$ cat src/ufe_pkg.sv
/*
 * Package for the UART frame error status block: register map, field
 * positions, reset values and status enumerations.
 * Assumes a 32-bit Avalon-MM slave with word addressing by byte address.
 */
package ufe_pkg;

    localparam int UFE_ADDR_W = 12;
    localparam int UFE_DATA_W = 32;

    // Register offsets are word indices: index times four is the byte address
    localparam logic [UFE_ADDR_W-1:0] UFE_IDX_CMD = 12'h781;
    localparam logic [UFE_ADDR_W-1:0] UFE_IDX_RSP = 12'h782;
    localparam logic [UFE_ADDR_W-1:0] UFE_IDX_IRQ_STAT = 12'h790;
    localparam logic [UFE_ADDR_W-1:0] UFE_IDX_IRQ_MASK = 12'h791;
    localparam logic [UFE_ADDR_W-1:0] UFE_IDX_CTRL = 12'h792;
    localparam logic [UFE_ADDR_W-1:0] UFE_IDX_CNT = 12'h793;

    // Command receive flags
    localparam int UFE_CMD_CRC = 0;
    localparam int UFE_CMD_BYTE = 2;
    localparam int UFE_CMD_SOF = 3;
    localparam int UFE_CMD_TXDIS = 4;
    localparam int UFE_CMD_INIT = 5;

    // Response / transmit flags
    localparam int UFE_RSP_CRC = 0;
    localparam int UFE_RSP_BYTE = 1;
    localparam int UFE_RSP_SOF = 2;
    localparam int UFE_TX_WAIT = 3;
    localparam int UFE_TX_SOF = 4;

    // Control register fields
    localparam int UFE_CTRL_MULTIDROP = 0;
    localparam int UFE_CTRL_TX_EN = 1;

    // Interrupt status layout: low byte command flags, next byte response flags
    localparam int UFE_IRQ_RSP_LSB = 8;
    localparam int UFE_IRQ_W = 16;

    localparam logic [7:0] UFE_FLAGS_RST = 8'h00;
    localparam logic [1:0] UFE_CTRL_RST = 2'h2;
    localparam logic [UFE_IRQ_W-1:0] UFE_MASK_RST = 16'h0000;
    localparam logic [7:0] UFE_CNT_MAX = 8'hFF;
    localparam logic [UFE_DATA_W-1:0] UFE_UNMAPPED = 32'h0000_0000;

    // What the receiver is currently doing with the incoming frame
    typedef enum logic [1:0] {
        UFE_RX_IDLE,
        UFE_RX_FRAME,
        UFE_RX_IGNORE
    } ufe_rx_e;

    // Transmit side progress
    typedef enum logic [1:0] {
        UFE_TX_IDLE,
        UFE_TX_WAITING,
        UFE_TX_SENDING
    } ufe_tx_e;

endpackage

$ cat src/ufe_sync.sv
/*
 * Two flip-flop synchroniser for a single level from outside core_clk.
 * Assumes the input is a slow level; the first stage feeds only the second.
 */
`timescale 1ns/100ps
module ufe_sync (
    input wire logic core_clk, // System clock
    input wire logic reset_n, // Synchronous reset, active low
    input wire logic async_in, // Level from another domain
    output logic sync_out // Level safe to use in core_clk
);
    logic meta_q;

    always_ff @(posedge core_clk) begin
        if (!reset_n) begin
            meta_q <= 1'b0;
            sync_out <= 1'b0;
        end else begin
            meta_q <= async_in;
            sync_out <= meta_q;
        end
    end
endmodule

$ cat src/ufe_top.sv
/*
 * UART frame error status: sticky command-receive, response-receive and
 * transmit error flags, frame classification pulses, a control register,
 * frame counters and an interrupt, all but the pulses reached over Avalon-MM.
 * Assumes the UART receiver/framer on core_clk reports byte events as
 * one-cycle pulses, and the CLEAR line level arrives from the pin.
 */
// Decided for this implementation: register access over Avalon-MM.
//
// Operation
// - Corrupted non-init byte of a command frame sets the command byte-error flag.
// - After a command byte error, ignore all bytes until CLEAR arrives.
// - Ignored frame gets no error checks and is counted neither valid nor discarded.
// - Command frame failing CRC sets the command CRC-error flag.
// - CLEAR while waiting to respond abandons response, sets wait-terminated bit 3.
// - New command while waiting to respond abandons it, sets wait-terminated flag.
// - CLEAR mid-way through response frame reception sets bit 2.
// - Response frames are received and checked only in multidrop mode.
// - Corrupted non-init response byte sets bit 1, then ignore until CLEAR.
// - Response frame failing CRC sets response CRC-error flag, bit 0.
// - CRC-rejected frames count as discarded, never valid.
//
`timescale 1ns/100ps
module ufe_top (
    input wire logic core_clk, // 200 MHz system clock
    input wire logic reset_n, // Synchronous reset, active low
    input wire logic [ufe_pkg::UFE_ADDR_W+1:0] avs_address, // Byte address
    input wire logic avs_read, // Read request
    input wire logic avs_write, // Write request
    input wire logic [ufe_pkg::UFE_DATA_W-1:0] avs_writedata, // Write data
    input wire logic [3:0] avs_byteenable, // Byte lanes
    output logic [ufe_pkg::UFE_DATA_W-1:0] avs_readdata, // Read data
    output logic avs_waitrequest, // Stall
    input wire logic uart_clear_pin, // Raw CLEAR condition level from the line
    input wire logic rx_byte_valid, // Received byte strobe
    input wire logic rx_byte_is_init, // Byte is the frame initialization byte
    input wire logic rx_byte_is_resp, // Init byte announces a response frame
    input wire logic rx_byte_corrupt, // Stop or parity error on this byte
    input wire logic rx_init_bad, // Init byte has bad type or reserved bit
    input wire logic rx_cmd_is_read, // Init byte carries a read command
    input wire logic rx_frame_end, // Last byte of the frame taken
    input wire logic rx_crc_ok, // CRC result, valid with rx_frame_end
    input wire logic tx_pending, // Response is queued for the turn to send
    input wire logic tx_start, // Turn arrived, sending starts
    input wire logic tx_done, // Last response byte sent
    output logic tx_abort, // Pulse: drop the pending response
    output logic frame_valid, // Pulse: frame counted valid
    output logic frame_discard, // Pulse: frame counted discarded
    output logic irq // Level interrupt
);
    import ufe_pkg::*;

    ////////////////////////////////////////////////////////////////////////
    logic clear_lvl, clear_d1_q, clear_rise;
    logic [7:0] cmd_flags_q, rsp_flags_q, valid_cnt_q, discard_cnt_q;
    logic [1:0] ctrl_q;
    logic [UFE_IRQ_W-1:0] irq_stat_q, irq_mask_q, ev_vec;
    logic [7:0] cmd_set, rsp_set;
    ufe_rx_e rx_q;
    ufe_tx_e tx_q;
    logic rx_resp_q;
    logic multidrop, tx_en;
    logic frame_ok, frame_bad;
    logic rd_ack_q;
    logic acc_rd, acc_wr, rd_cmd, rd_rsp, rd_stat;
    logic [UFE_ADDR_W-1:0] idx;

    ufe_sync u_clear_sync (
        .core_clk(core_clk),
        .reset_n(reset_n),
        .async_in(uart_clear_pin),
        .sync_out(clear_lvl)
    );

    always_ff @(posedge core_clk) begin
        if (!reset_n) begin
            clear_d1_q <= 1'b0;
        end else begin
            clear_d1_q <= clear_lvl;
        end
    end
    assign clear_rise = clear_lvl & ~clear_d1_q;

    assign multidrop = ctrl_q[UFE_CTRL_MULTIDROP];
    assign tx_en = ctrl_q[UFE_CTRL_TX_EN];

    ////////////////////////////////////////////////////////////////////////
    // Receive frame tracking
    logic new_init, accept_init, init_fail, byte_fail;
    assign new_init = rx_byte_valid & rx_byte_is_init & (rx_q != UFE_RX_IGNORE);
    // Response frames are dropped silently outside multidrop
    assign accept_init = new_init & (~rx_byte_is_resp | multidrop);
    assign init_fail = accept_init & ~rx_byte_is_resp & (rx_byte_corrupt | rx_init_bad);
    assign byte_fail = rx_byte_valid & ~rx_byte_is_init & rx_byte_corrupt & (rx_q == UFE_RX_FRAME);

    always_ff @(posedge core_clk) begin
        if (!reset_n) begin
            rx_q <= UFE_RX_IDLE;
            rx_resp_q <= 1'b0;
        end else begin
            case (rx_q)
                UFE_RX_IDLE: begin
                    if (init_fail) begin
                        rx_q <= UFE_RX_IGNORE;
                    end else if (accept_init && !rx_frame_end) begin
                        rx_q <= UFE_RX_FRAME;
                        rx_resp_q <= rx_byte_is_resp;
                    end
                end
                UFE_RX_FRAME: begin
                    if (clear_rise) begin
                        rx_q <= UFE_RX_IDLE;
                    end else if (byte_fail) begin
                        rx_q <= UFE_RX_IGNORE;
                    end else if (rx_frame_end) begin
                        rx_q <= UFE_RX_IDLE;
                    end
                end
                UFE_RX_IGNORE: begin
                    // Only CLEAR leaves; every byte meanwhile is dropped
                    if (clear_rise) begin
                        rx_q <= UFE_RX_IDLE;
                    end
                end
                default: begin
                    rx_q <= UFE_RX_IDLE;
                end
            endcase
        end
    end

    // Counting only from a tracked frame, never from an ignored one
    assign frame_ok = (rx_q == UFE_RX_FRAME) & rx_frame_end & ~byte_fail & ~clear_rise & rx_crc_ok;
    assign frame_bad = (rx_q == UFE_RX_FRAME) & rx_frame_end & ~byte_fail & ~clear_rise & ~rx_crc_ok;

    always_ff @(posedge core_clk) begin
        if (!reset_n) begin
            frame_valid <= 1'b0;
            frame_discard <= 1'b0;
        end else begin
            frame_valid <= frame_ok;
            frame_discard <= frame_bad;
        end
    end

    ////////////////////////////////////////////////////////////////////////
    // Transmit tracking
    logic wait_abort;
    assign wait_abort = (tx_q == UFE_TX_WAITING) & (clear_rise | (accept_init & ~rx_byte_is_resp));

    always_ff @(posedge core_clk) begin
        if (!reset_n) begin
            tx_q <= UFE_TX_IDLE;
            tx_abort <= 1'b0;
        end else begin
            tx_abort <= wait_abort;
            case (tx_q)
                UFE_TX_IDLE: begin
                    if (tx_start) begin
                        tx_q <= UFE_TX_SENDING;
                    end else if (tx_pending && !tx_abort) begin // Queue drops an abandoned response a cycle late
                        tx_q <= UFE_TX_WAITING;
                    end
                end
                UFE_TX_WAITING: begin
                    if (wait_abort) begin
                        tx_q <= UFE_TX_IDLE;
                    end else if (tx_start) begin
                        tx_q <= UFE_TX_SENDING;
                    end
                end
                UFE_TX_SENDING: begin
                    if (tx_done || clear_rise) begin
                        tx_q <= UFE_TX_IDLE;
                    end
                end
                default: begin
                    tx_q <= UFE_TX_IDLE;
                end
            endcase
        end
    end

    ////////////////////////////////////////////////////////////////////////
    // Flag set terms
    logic in_cmd, in_rsp;
    assign in_cmd = (rx_q == UFE_RX_FRAME) & ~rx_resp_q;
    assign in_rsp = (rx_q == UFE_RX_FRAME) & rx_resp_q;

    always_comb begin
        cmd_set = UFE_FLAGS_RST;
        rsp_set = UFE_FLAGS_RST;
        cmd_set[UFE_CMD_BYTE] = in_cmd & byte_fail & ~clear_rise;
        cmd_set[UFE_CMD_CRC] = in_cmd & frame_bad;
        cmd_set[UFE_CMD_SOF] = in_cmd & clear_rise;
        cmd_set[UFE_CMD_INIT] = init_fail;
        cmd_set[UFE_CMD_TXDIS] = accept_init & ~rx_byte_is_resp & ~init_fail & rx_cmd_is_read & ~tx_en;
        rsp_set[UFE_RSP_BYTE] = in_rsp & byte_fail & ~clear_rise;
        rsp_set[UFE_RSP_CRC] = in_rsp & frame_bad;
        rsp_set[UFE_RSP_SOF] = in_rsp & clear_rise;
        rsp_set[UFE_TX_WAIT] = wait_abort;
        rsp_set[UFE_TX_SOF] = (tx_q == UFE_TX_SENDING) & clear_rise & ~tx_done;
    end

    ////////////////////////////////////////////////////////////////////////
    // Avalon-MM slave: one wait state on reads so data comes from flops
    assign idx = avs_address[UFE_ADDR_W+1:2];
    assign acc_rd = avs_read & rd_ack_q;
    assign acc_wr = avs_write;
    assign avs_waitrequest = avs_read & ~rd_ack_q;
    assign rd_cmd = acc_rd & (idx == UFE_IDX_CMD);
    assign rd_rsp = acc_rd & (idx == UFE_IDX_RSP);
    assign rd_stat = acc_rd & (idx == UFE_IDX_IRQ_STAT);

    always_ff @(posedge core_clk) begin
        if (!reset_n) begin
            rd_ack_q <= 1'b0;
        end else begin
            rd_ack_q <= avs_read & ~rd_ack_q;
        end
    end

    // Read-to-clear removes only the bits returned, so a set at the latch edge is not lost;
    // a set in the same cycle as the clearing read wins
    always_ff @(posedge core_clk) begin
        if (!reset_n) begin
            cmd_flags_q <= UFE_FLAGS_RST;
            rsp_flags_q <= UFE_FLAGS_RST;
        end else begin
            cmd_flags_q <= (rd_cmd ? cmd_flags_q & ~avs_readdata[7:0] : cmd_flags_q) | cmd_set;
            rsp_flags_q <= (rd_rsp ? rsp_flags_q & ~avs_readdata[7:0] : rsp_flags_q) | rsp_set;
        end
    end

    assign ev_vec = {rsp_set, cmd_set};

    always_ff @(posedge core_clk) begin
        if (!reset_n) begin
            irq_stat_q <= UFE_MASK_RST;
        end else begin
            irq_stat_q <= (rd_stat ? irq_stat_q & ~avs_readdata[UFE_IRQ_W-1:0] : irq_stat_q) | ev_vec;
        end
    end

    always_ff @(posedge core_clk) begin
        if (!reset_n) begin
            irq_mask_q <= UFE_MASK_RST;
            ctrl_q <= UFE_CTRL_RST;
        end else if (acc_wr) begin
            if (idx == UFE_IDX_IRQ_MASK) begin
                if (avs_byteenable[0]) begin
                    irq_mask_q[7:0] <= avs_writedata[7:0];
                end
                if (avs_byteenable[1]) begin
                    irq_mask_q[15:8] <= avs_writedata[15:8];
                end
            end else if (idx == UFE_IDX_CTRL) begin
                if (avs_byteenable[0]) begin
                    ctrl_q <= avs_writedata[1:0];
                end
            end
        end
    end

    // Saturating counters of classified frames, cleared on read
    logic rd_cnt;
    assign rd_cnt = acc_rd & (idx == UFE_IDX_CNT);
    always_ff @(posedge core_clk) begin
        if (!reset_n) begin
            valid_cnt_q <= UFE_FLAGS_RST;
            discard_cnt_q <= UFE_FLAGS_RST;
        end else if (rd_cnt) begin
            // Frames counted after the latch edge stay for the next read
            valid_cnt_q <= valid_cnt_q - avs_readdata[7:0] + {7'h00, frame_valid};
            discard_cnt_q <= discard_cnt_q - avs_readdata[15:8] + {7'h00, frame_discard};
        end else begin
            if (frame_valid && valid_cnt_q != UFE_CNT_MAX) begin
                valid_cnt_q <= valid_cnt_q + 8'h01;
            end
            if (frame_discard && discard_cnt_q != UFE_CNT_MAX) begin
                discard_cnt_q <= discard_cnt_q + 8'h01;
            end
        end
    end

    always_ff @(posedge core_clk) begin
        if (!reset_n) begin
            avs_readdata <= UFE_UNMAPPED;
        end else if (avs_read && !rd_ack_q) begin
            if (idx == UFE_IDX_CMD) begin
                avs_readdata <= {24'h000000, cmd_flags_q};
            end else if (idx == UFE_IDX_RSP) begin
                avs_readdata <= {24'h000000, rsp_flags_q};
            end else if (idx == UFE_IDX_IRQ_STAT) begin
                avs_readdata <= {16'h0000, irq_stat_q};
            end else if (idx == UFE_IDX_IRQ_MASK) begin
                avs_readdata <= {16'h0000, irq_mask_q};
            end else if (idx == UFE_IDX_CTRL) begin
                avs_readdata <= {30'h00000000, ctrl_q};
            end else if (idx == UFE_IDX_CNT) begin
                avs_readdata <= {16'h0000, discard_cnt_q, valid_cnt_q};
            end else begin
                avs_readdata <= UFE_UNMAPPED;
            end
        end
    end

    assign irq = |(irq_stat_q & irq_mask_q);

endmodule

$ cat config.mk
export PLATFORM = sky130hd
export DESIGN_NAME = ufe_top
export DESIGN_NICKNAME = d
export VERILOG_FILES = /design/src/ufe_pkg.sv /design/src/ufe_sync.sv /design/src/ufe_top.sv
export SDC_FILE = /design/constraint.sdc
export NUM_CORES = 1
export LEC_CHECK = 0
export BUFFER_PORTS_ARGS = -buffer_cell sky130_fd_sc_hd__buf_4
export CORE_ASPECT_RATIO = 0.9
export CORE_MARGIN = 3
export CORE_UTILIZATION = 30
export DETAILED_ROUTE_END_ITERATION = 16
export PLACE_DENSITY = 0.45
export SLEW_MARGIN = 40
export SYNTH_ARGS = -nofsm -noshare
export SYNTH_HDL_FRONTEND = slang
export SYNTH_HIERARCHICAL = 1
export SYNTH_SLANG_ARGS = --single-unit
$ cat constraint.sdc
create_clock -name core_clk -period 2.4 [get_ports core_clk]
set_input_delay 0.12 -clock core_clk [delete_from_list [all_inputs] [get_ports core_clk]]
set_output_delay 0.12 -clock core_clk [all_outputs]
set_load 0.05 [all_outputs]
; Word-level counts from Yosys, hierarchy flattened
; Index checks and enable logic that the tools add are counted.
; Widths: inputs -> output; s select.
[word_totals]
in_bits = 66
wordCells = 150
register_bits = 110
output_inout_bits = 37
[op_classes]
addsub = 6
bitwise_logic = 60
reduce_logical = 20
mux = 26
eq_ne = 19
[op_table]
columns = cell, n
row1 = $mux 16, 7
row2 = $eq 12x11->1 const B, 6
row3 = $mux 8, 6
row4 = $and 1x1->1, 36
row5 = $and 16x16->16, 2
row6 = $mux 2, 11
row7 = $add 8x1->8, 2
row8 = $add 8x1->8 const B, 2
row9 = $and 8x8->8, 2
row10 = $ne 8x8->1 const B, 2
row11 = $not 16->16, 1
row12 = $or 16x13->16, 1
row13 = $reduce_or 16->1, 1
row14 = $sub 8x8->8, 2
row15 = $reduce_and 3->1, 5
row16 = $not 1->1, 12
row17 = $pmux 2 s3, 2
row18 = $ne 3x3->1 const B, 3
row19 = $not 8->8, 1
row20 = $or 8x5->8, 1
row21 = $or 8x6->8, 1
row22 = $ne 2x2->1 const B, 3
row23 = $logic_and 1x1->1, 5
row24 = $eq 2x1->1 const B, 2
row25 = other kinds (8), 15

; Longest topological paths before layout
; Gate-level depths: netlist of run 1.
[logic_depth]
depth_word = 10
depth_mapped = 11
ltp_nobuf = 11

; Cells and area by module
; Netlist of run 1, hierarchy kept.
[modules_own_cells]
columns = module, instances, area_each_um2, cells_per_inst
row1 = ufe_top, 1, 5444.0, 644
row2 = ufe_sync, 1, 52.6, 4

; Worst setup path after synthesis of run 1
; Ideal clock, no wire load.
[synth_timing]
path_type = flip-flop to flip-flop
from = reg avs_readdata[2] (netlist name)
to = reg valid_cnt_q[6]
period_less_slack_ns = 2.554
t_arrival_ns = 2.492
slack_ns = -0.154
path_stages_with_launch = 9
path_cell_list = dfxtp_1 -> inv_1 -> ha_1 -> ha_1 -> nor2b_1 -> o31a_1 -> o21a_1 -> or4_1 -> nand3_1
[synth_via]
elab_chain_len = 3
[synth_lines]
columns = item, line_no
row1 = from (decl), ufe_top.sv:32  ; output logic [ufe_pkg::UFE_DATA_W-1:0] avs_readdata,
row2 = from (signal assigned), ufe_top.sv:291  ; avs_readdata <= {24'h000000, cmd_flags_q};
row3 = from (signal assigned), ufe_top.sv:293  ; avs_readdata <= {24'h000000, rsp_flags_q};
row4 = from (signal assigned), ufe_top.sv:295  ; avs_readdata <= {16'h0000, irq_stat_q};
row5 = $sub 8x8->8, ufe_top.sv:274  ; valid_cnt_q <= valid_cnt_q - avs_readdata[7:0] + {7'h00, frame_valid};
row6 = $add 8x1->8, ufe_top.sv:274
row7 = $mux 8, ufe_top.sv:272  ; end else if (rd_cnt) begin
row8 = to (signal assigned), ufe_top.sv:274
row9 = to (signal assigned), ufe_top.sv:278  ; valid_cnt_q <= valid_cnt_q + 8'h01;
row10 = to (decl), ufe_top.sv:55  ; logic [7:0] cmd_flags_q, rsp_flags_q, valid_cnt_q, discard_cnt_q;
; Every way passes these cells.
; A chain may end at the register's enable or synchronous reset.

; Worst setup path after layout of run 1
[layout_timing]
from = reg valid_cnt_q[0]
to = reg valid_cnt_q[6]
[layout_via]
elab_chain_len = 3
word_cells_on_any_way = 8
[layout_lines]
columns = item, line_no
row1 = $sub 8x8->8 (tied with other cells), ufe_top.sv:274
row2 = $add 8x1->8 (tied with other cells), ufe_top.sv:274
row3 = $mux 8 or $reduce_bool 2->1 (tied branches), -
; Parallel ways exist; a longest one is shown, timed or not. The select of a mux whose other input is x is not followed.

==> PnR_summary.wiki, run 1 <==
{| class="wikitable"
! Metric !! Value
|-
| Result of the run || complete, no violations
|-
| Die boundary width || 149 um
|-
| Arrival time reported for the critical path endpoint || 2.55 ns
|-
| Vias after detailed routing || 5,099
|-
| H-tree levels || 3
|-
| Number of design rule violations left after detail routing || 0
|-
| Crit. End Element || flop
|-
| First element of the critical path || valid_cnt_q[0]$_SDFFE_PN0P_
|-
| Sequence of cells on the critical path || inv_1 > ha_1 > inv_1 > ha_2 > inv_2 > fa_2 > nor2b_1 > o31a_1 > o21a_1 > or4_1 > nand3_1
|-
| Clk pin slew, worst setup/hold paths || approximately 0.080 ns
|-
| CP max FO || 3
|-
| Worst-margin pin slew || between 0.6 and 0.7 ns
|-
| Maximum count of clock buffers along a single path || 2
|-
| Net count reported at finish || 835
|-
| Slowest-stage cell, CP || sky130_fd_sc_hd__or4_1
|-
| Root buf cell || sky130_fd_sc_hd__clkbuf_16
|-
| Skew-Pair Late Insertion Delay || approximately 0.35 ns
|-
| Area of the placeable core || 0.0178 mm^2
|-
| IO buf count || 66
|-
| TritonCTS clock tree || built
|-
| Number of fillers in the final layout || 1,856
|-
| Minimum clock period || 2.26 ns
|-
| Max-slew violations || 0
|-
| Total power density per cell area || slightly above 500 mW/mm^2
|-
| Fraction of layout instances using a drive strength above 1 || 0.190
|-
| Most numerous cell types in the synthesized netlist || sky130_fd_sc_hd__dfxtp_1 (94), sky130_fd_sc_hd__nand2_1 (76), sky130_fd_sc_hd__o21ai_0 (51)
|-
| R2R cell count || 11
|-
| Die outline height || around 130 um
|-
| Largest voltage drop on the vdd net || between 300 and 400 uV
|-
| Number of antenna diodes || 0
|-
| Ports placed on the boundary || 103
|-
| Cells after Synth || 648
|-
| Post-route fraction of the period consumed by the critical path || 0.941
|-
| Synth area leader || sky130_fd_sc_hd__dfxtp_1
|-
| Data required, critical path || 2.69 ns
|-
| WP depth || 11
|-
| Post-DR wirelength/cell || 17.8 um
|-
| Share of synthesized area occupied by flip-flops and latches || 0.342
|-
| Via count of the first global-routing pass || roughly 5,000
|-
| Crit start category || flop
|-
| Synthesis-to-layout area growth || 23.6%
|-
| Number of antenna violations at the first check in global routing || 0
|-
| Effective utilization at floorplan || 0.309
|-
| Final GP Congestion || 0.845
|-
| Pin count of the biggest net entering global routing || 70
|-
| Dominant cell by count in the synthesized netlist || sky130_fd_sc_hd__dfxtp_1
|-
| Antenna Nets Post-Route || 0
|-
| Area share of the largest cell type after synthesis || 0.342
|-
| Combined area of the multi-input logic cells || 0.00334 mm^2
|-
| Die Area || 0.0200 mm^2
|-
| GRT Total Usage || 0.176
|-
| Reg-to-reg endpoint || valid_cnt_q[6]$_SDFFE_PN0P_
|-
| Leftover overflow at the end of global routing || 0
|-
| Pre-antenna DRT Iters || 5
|-
| DRT iter0 DRCs || 432
|-
| Peak per-stage delay on the critical path || 0.47 ns
|-
| Dominant cell type by count on the critical path || sky130_fd_sc_hd__inv_1
|-
| Synthesized flop and latch total || 94
|-
| TritonCTS sink count || 94
|-
| Clk_skew || around 0.0085 ns
|-
| Number of vias per cell || ~5.2
|-
| Count of yosys warnings during synthesis || 6
|-
| Async S/R FF share, synth || 0
|-
| Minimum setup slack after placement || 0.116 ns
|-
| Wire length of the first global-routing pass || 27,300 um
|-
| Category of cells accounting for the largest share of critical-path delay || adder cells
|-
| End point of the critical path || valid_cnt_q[6]$_SDFFE_PN0P_
|-
| Detailed Place HPWL || approximately 13,000 um
|-
| Unrepaired setup endpoints after global routing || no
|-
| Number of buffers inserted during clock tree synthesis || 9
|-
| Area of the mapped netlist || between 0.005 and 0.006 mm^2
|-
| Max-cap violations || 0
|-
| Leakage power of the design || 2.66 nW
|-
| Post-synth EDFFs || 0
|-
| Biggest area contributors in the synthesized netlist || sky130_fd_sc_hd__dfxtp_1 (34%), sky130_fd_sc_hd__ha_1 (6.8%), sky130_fd_sc_hd__nand2_1 (5.2%)
|-
| Count of endpoints failing setup in the final report || 0
|-
| Number of unique standard cell types used by synthesis || 63
|-
| Sum Neg Setup Slack || 0 ns
|-
| Worst reg2reg startpoint || valid_cnt_q[0]$_SDFFE_PN0P_
|-
| Sequential cell area || 0.00189 mm^2
|-
| Path category of the worst min-delay check || input port to flop
|-
| Relative max-transition margin || 0.523
|-
| Crit Path Class || flop to flop
|-
| Final Hold Violating Endpoints || 0
|-
| Std cell rows || 46
|-
| Sum of buffers and inverters on the critical path || 3
|-
| Achievable frequency || 443 MHz
|-
| Post-layout worst setup margin || between 0.1 and 0.15 ns
|-
| Register-to-register setup slack || approximately 0.14 ns
|-
| Average cell area after synthesis || 8.48 um^2
|-
| Wire length after detailed routing || 17,400 um
|-
| Synth Flop Type || sky130_fd_sc_hd__dfxtp_1
|}
[cell families after synthesis]
| family | Yosys count | share of synthesized area |
|---|---|---|
| AND/OR/NAND/NOR | 217 | 0.223 |
| AO/OA/AOI/OAI | 185 | 0.220 |
| flip-flops | 94 | 0.342 |
| buffers and inverters | 77 | 0.0644 |
| adder cells (fa/ha/maj) | 32 | 0.0756 |
| multiplexers | 29 | 0.0530 |
| XOR/XNOR | 13 | 0.0207 |
| other | 1 | 0.000682 |
[cell usage in the layout (no fill, tap or decap), types with 14 or more instances in the layout]
cell type                   n
sky130_fd_sc_hd__o21a_1    14
sky130_fd_sc_hd__mux2i_1   28
sky130_fd_sc_hd__nor3_1    15
sky130_fd_sc_hd__conb_1    16
sky130_fd_sc_hd__ha_1      27
sky130_fd_sc_hd__nor2_1    19
sky130_fd_sc_hd__nand2_1   76
sky130_fd_sc_hd__inv_1     33
sky130_fd_sc_hd__a21oi_1   34
sky130_fd_sc_hd__nor2b_1   28
sky130_fd_sc_hd__dfxtp_1   88
sky130_fd_sc_hd__buf_4    101
sky130_fd_sc_hd__o21ai_0   51
[timing repair]
action	4_1_cts	5_1_grt
hold buffers	3	0
gates resized for setup	0	9
setup buffers	0	2
endpoints found under the setup margin	0	2
endpoints found under the hold margin	3	0
[cell type report]
class / instances / share of cell area
Timing Repair Buffer: 105 / 0.119
Inverter: 35 / 0.0193
Tap cell: 240 / 0.0442
Clock buffer: 10 / 0.0337
Multi-Input combinational cell: 492 / 0.491
Clock inverter: 6 / 0.0144
Sequential cell: 94 / 0.278
[where the power goes]
part | internal [mW] | switching, mW
clock network | 0.934 | 0.681
registers | 1.57 | 0.0119
logic | 0.121 | 0.210
[through the flow]
step	hold slack (ns)	util	total power, mW	std cells	cell area (um^2)
floorplan	0.199	-	1.84	663	5560
global placement	0.314	0.360	1.94	961	6400
detailed placement	0.313	0.360	1.95	961	6400
CTS	0.0122	0.380	3.58	980	6760
global route	0.0160	0.382	3.68	982	6800
finish	0.0254	0.382	3.53	982	6800
[routing by layer]
metal,track usage,share of wire,vias up
li1,-,-,2518
met4,0.0477,0.015,0
met1,0.231,0.45,2443
met3,0.0422,0.055,19
met5,0,0,-
met2,0.290,0.48,119
[worst register-to-register path: cells and delay by family (launching register included)]
family / cells / cell delay (ns)
fa+ha+maj: 3 / 0.63
buf+inv: 3 / 0.14
simple gates: 3 / 0.63
compound gates: 2 / 0.49
flops: 1 / 0.32
[state kept, by name, summed over array words and instances (netlist names), 2 cells and up]
name / cells
rx_q: 2
ctrl_q: 2
avs_readdata: 16
tx_q: 2
irq_mask_q: 16
discard_cnt_q: 8
rsp_flags_q: 8
valid_cnt_q: 8
cmd_flags_q: 8
irq_stat_q: 16
[worst min-delay path by stage]
stage	start	to	slack (ns)	cells after the start
6_report	avs_writedata[5]	irq_mask_q[5]$_SDFFE_PN0P_	0.03	3
5_1_grt	avs_writedata[2]	irq_mask_q[2]$_SDFFE_PN0P_	0.02	3
4_1_cts	avs_writedata[5]	irq_mask_q[5]$_SDFFE_PN0P_	0.01	3
3_5_place_dp	tx_start	tx_q[0]$_SDFFE_PN0P_	0.31	2
3_3_place_gp	tx_start	tx_q[0]$_SDFFE_PN0P_	0.31	2
2_1_floorplan	tx_start	tx_q[0]$_SDFFE_PN0P_	0.20	1
No activity file was read; power rests on OpenSTA's default activity.
==> run 2, diff against run 1 <==
--- a/config.mk
+++ b/config.mk
@@ -10,9 +10,8 @@
 export CORE_MARGIN = 3
 export CORE_UTILIZATION = 30
 export DETAILED_ROUTE_END_ITERATION = 16
-export PLACE_DENSITY = 0.45
+export PLACE_DENSITY = 0.46
 export SLEW_MARGIN = 40
 export SYNTH_ARGS = -nofsm -noshare
 export SYNTH_HDL_FRONTEND = slang
-export SYNTH_HIERARCHICAL = 1
 export SYNTH_SLANG_ARGS = --single-unit
==> run 2 against run 1 <==
  * Count of clock-buffer cells in the layout up 3
  * Register-to-register slack about the same
  * Clock power down 9.9%
  * First-iteration DRC count down 39%
  * Combinational power down 4%
  * Critical endpoint is now valid_cnt_q[7]$_SDFFE_PN0P_
  * Non-clock buffer count down 8
  * Global-route usage down 1.2 points
  * Synthesized cell count down 4.9%
  * Sequential share of layout area up 1.1 points
  * Worst hold slack worse by 0.017 ns
  * Flip-flop and latch count unchanged
  * Via count down 7.4%
==> PnR_summary.wiki, run 2 <==
{| class="wikitable"
! Metric !! Value
|-
| Fraction of layout instances using a drive strength above 1 || 0.191
|-
| DRT iter0 DRCs || 264
|-
| Number of unique standard cell types used by synthesis || 64
|-
| Synthesized flop and latch total || 94
|-
| Number of buffers inserted during clock tree synthesis || 9
|-
| Combined area of the multi-input logic cells || 0.00318 mm^2
|-
| Worst Hold Margin || 0.00867 ns
|-
| Minimum clock period || 2.26 ns
|-
| Average cell area after synthesis || 8.70 um^2
|-
| Tot Pwr || roughly 3.4 mW
|-
| Worst-margin pin slew || around 0.7 ns
|-
| Number of antenna violations at the first check in global routing || 0
|-
| Pre-antenna DRT Iters || 5
|-
| Ports placed on the boundary || 103
|-
| Crit start category || flop
|-
| Post-route fraction of the period consumed by the critical path || 0.940
|-
| Max-slew violations || 0
|-
| Count of endpoints failing setup in the final report || 0
|-
| Worst min-delay path endpoint || irq_mask_q[15]$_SDFFE_PN0P_
|-
| Achievable frequency || 443 MHz
|-
| Clk pin slew, worst setup/hold paths || 0.07 ns
|-
| Wire length of the first global-routing pass || 25,500 um
|-
| Synth area leader || sky130_fd_sc_hd__dfxtp_1
|-
| Post-DR wirelength/cell || about 17 um
|-
| Arrival time reported for the critical path endpoint || 2.53 ns
|-
| Cell-internal power || between 2 and 3 mW
|-
| Most common cell after layout, fill and taps aside || sky130_fd_sc_hd__dfxtp_1
|-
| Detailed Place HPWL || 12,400 um
|-
| Via count of the first global-routing pass || about 4,600
|-
| Die Area || 0.0195 mm^2
|-
| Largest voltage drop on the vdd net || approximately 370 uV
|-
| Data required, critical path || 2.68 ns
|-
| Number of antenna diodes || 0
|-
| Critical hold path startpoint || avs_writedata[15]
|-
| Number of instances on the worst hold path || 3
|-
| Std cell rows || 45
|-
| Most frequent cells in the layout || sky130_fd_sc_hd__dfxtp_1 (93), sky130_fd_sc_hd__buf_4 (92), sky130_fd_sc_hd__nand2_1 (51)
|-
| TritonCTS clock tree || built
|-
| Share of total power in the clock network || 0.432
|-
| Number of buffers inserted by post-CTS setup repair || 0
|-
| Minimum setup slack after placement || 0.113 ns
|-
| Area share of the largest cell type after synthesis || 0.351
|-
| Share of synthesized area occupied by flip-flops and latches || 0.351
|-
| TritonCTS sink count || 94
|-
| Share of total power in combinational logic || 0.095
|-
| Async S/R FF share, synth || 0
|-
| Skew-Pair Late Insertion Delay || 0.35 ns
|-
| Net count reported at finish || 794
|-
| Area of the mapped netlist || 0.00536 mm^2
|-
| Vias after detailed routing || around 4,700
|-
| Worst reg2reg startpoint || avs_readdata[2]$_SDFFE_PN0P_
|-
| Number of vias per cell || around 5.0
|-
| Switching share of power || 0.246
|-
| Unrepaired setup endpoints after global routing || no
|-
| Result of the run || complete, no violations
|-
| Area of the placeable core || 0.0172 mm^2
|-
| Final Hold Violating Endpoints || 0
|-
| Biggest area contributors in the synthesized netlist || sky130_fd_sc_hd__dfxtp_1 (35%), sky130_fd_sc_hd__ha_1 (7.0%), sky130_fd_sc_hd__mux2i_1 (6.4%)
|-
| Dominant cell by count in the synthesized netlist || sky130_fd_sc_hd__dfxtp_1
|-
| Relative max-transition margin || 0.530
|-
| Root buf cell || sky130_fd_sc_hd__clkbuf_16
|-
| Die boundary width || 147 um
|-
| Sequential cell area || ~0.0019 mm^2
|-
| Number of fillers in the final layout || 1,778
|-
| Number of design rule violations left after detail routing || 0
|-
| Clk_skew || 0.00511 ns
|-
| Path category of the worst min-delay check || input port to flop
|-
| Max-cap violations || 0
|-
| Wire length after detailed routing || 16,100 um
|-
| Largest regs || avs_readdata x16, irq_mask_q x16, irq_stat_q x16
|-
| Crit. End Element || flop
|-
| Die outline height || 133 um
|-
| Cells after Synth || a little over 600
|-
| Layout Utilization || 0.380
|-
| Count of yosys warnings during synthesis || 0
|-
| Antenna Nets Post-Route || 0
|-
| Most numerous cell types in the synthesized netlist || sky130_fd_sc_hd__dfxtp_1 (94), sky130_fd_sc_hd__nand2_1 (51), sky130_fd_sc_hd__nor2_1 (46)
|-
| Effective utilization at floorplan || 0.312
|-
| Register-to-register setup slack || about 0.14 ns
|-
| Post-layout worst setup margin || 0.145 ns
|-
| Final GP Congestion || between 0.8 and 0.9
|-
| Total power density per cell area || 514 mW/mm^2
|-
| GRT Total Usage || 0.164
|-
| Post-synth EDFFs || 0
|-
| H-tree levels || 3
|-
| Sum Neg Setup Slack || 0 ns
|-
| CP max FO || 3
|-
| Sequential fraction of design power || 0.473
|-
| Switching power summed over all nets || between 800 and 900 uW
|-
| Crit Path Class || flop to flop
|-
| Synthesis-to-layout area growth || 21.8%
|-
| R2R cell count || 8
|-
| Pin count of the biggest net entering global routing || 32
|-
| IO buf count || 66
|-
| Maximum count of clock buffers along a single path || 2
|-
| Leakage power of the design || about 2.7 nW
|-
| First element of the critical path || avs_readdata[2]$_SDFFE_PN0P_
|-
| Synth Flop Type || sky130_fd_sc_hd__dfxtp_1
|-
| Reg-to-reg endpoint || valid_cnt_q[7]$_SDFFE_PN0P_
|-
| Leftover overflow at the end of global routing || 0
|}
-- run 2: repair_timing --
| action | CTS | global route |
|---|---|---|
| endpoints found under the setup margin | 0 | 3 |
| hold buffers | 5 | 0 |
| resized for setup | 0 | 3 |
| endpoints found under the hold margin | 5 | 0 |
-- run 2: critical path, cell delays in order (launching register included) --
cell and delay (ns):
sky130_fd_sc_hd__dfxtp_1 0.33, sky130_fd_sc_hd__inv_1 0.07, sky130_fd_sc_hd__ha_1 0.31, sky130_fd_sc_hd__ha_1 0.37
sky130_fd_sc_hd__nand2_1 0.07, sky130_fd_sc_hd__o21ai_0 0.29, sky130_fd_sc_hd__o22ai_1 0.15, sky130_fd_sc_hd__or3b_2 0.45
sky130_fd_sc_hd__a21oi_1 0.14
-- run 2: power by group through the flow --
stage,clock (mW),combinational [mW],sequential (mW)
after detailed placement,0,0.309,1.62
after global placement,0,0.306,1.62
after global routing,1.55,0.345,1.58
final,1.45,0.318,1.58
after CTS,1.49,0.318,1.58
after floorplan,0,0.208,1.62
-- run 2: logic make-up (layout without fill, tap and decap cells) --
family,after synthesis,in the layout,synth area share
AND/OR/NAND/NOR,198,198,0.196
AO/OA/AOI/OAI,160,160,0.207
buffers and inverters,77,147,0.0675
adder cells (fa/ha/maj),32,32,0.0775
multiplexers,41,41,0.0782
XOR/XNOR,13,13,0.0213
other,1,16,0.000700
flip-flops,94,94,0.351
-- run 2: through the flow --
stage               area [um^2]  instances
floorplan                  5410        631
global placement           6160        915
detailed placement         6170        915
CTS                        6510        936
global route               6520        936
finish                     6520        936
-- run 2: cell type report --
cell class	instances	area share
Clock inverter	3	0.00671
Timing Repair Buffer	97	0.114
Inverter	34	0.0196
Clock buffer	13	0.0384
Tap cell	235	0.0451
Sequential cell	94	0.289
Multi-Input combinational cell	460	0.488
-- run 2: metal layers --
metal / share of wire / GRT usage / up-vias
li1: - / - / 2348
met1: 0.48 / 0.229 / 2258
met5: 0 / 0 / -
met2: 0.47 / 0.262 / 103
met3: 0.041 / 0.0336 / 15
met4: 0.011 / 0.0387 / 0
-- run 2: worst max path at each step --
stage	to	cells after the start
2_1_floorplan	valid_cnt_q[4]$_SDFFE_PN0P_	10
3_3_place_gp	valid_cnt_q[4]$_SDFFE_PN0P_	11
3_5_place_dp	valid_cnt_q[4]$_SDFFE_PN0P_	11
4_1_cts	valid_cnt_q[4]$_SDFFE_PN0P_	11
5_1_grt	valid_cnt_q[7]$_SDFFE_PN0P_	8
6_report	valid_cnt_q[7]$_SDFFE_PN0P_	8
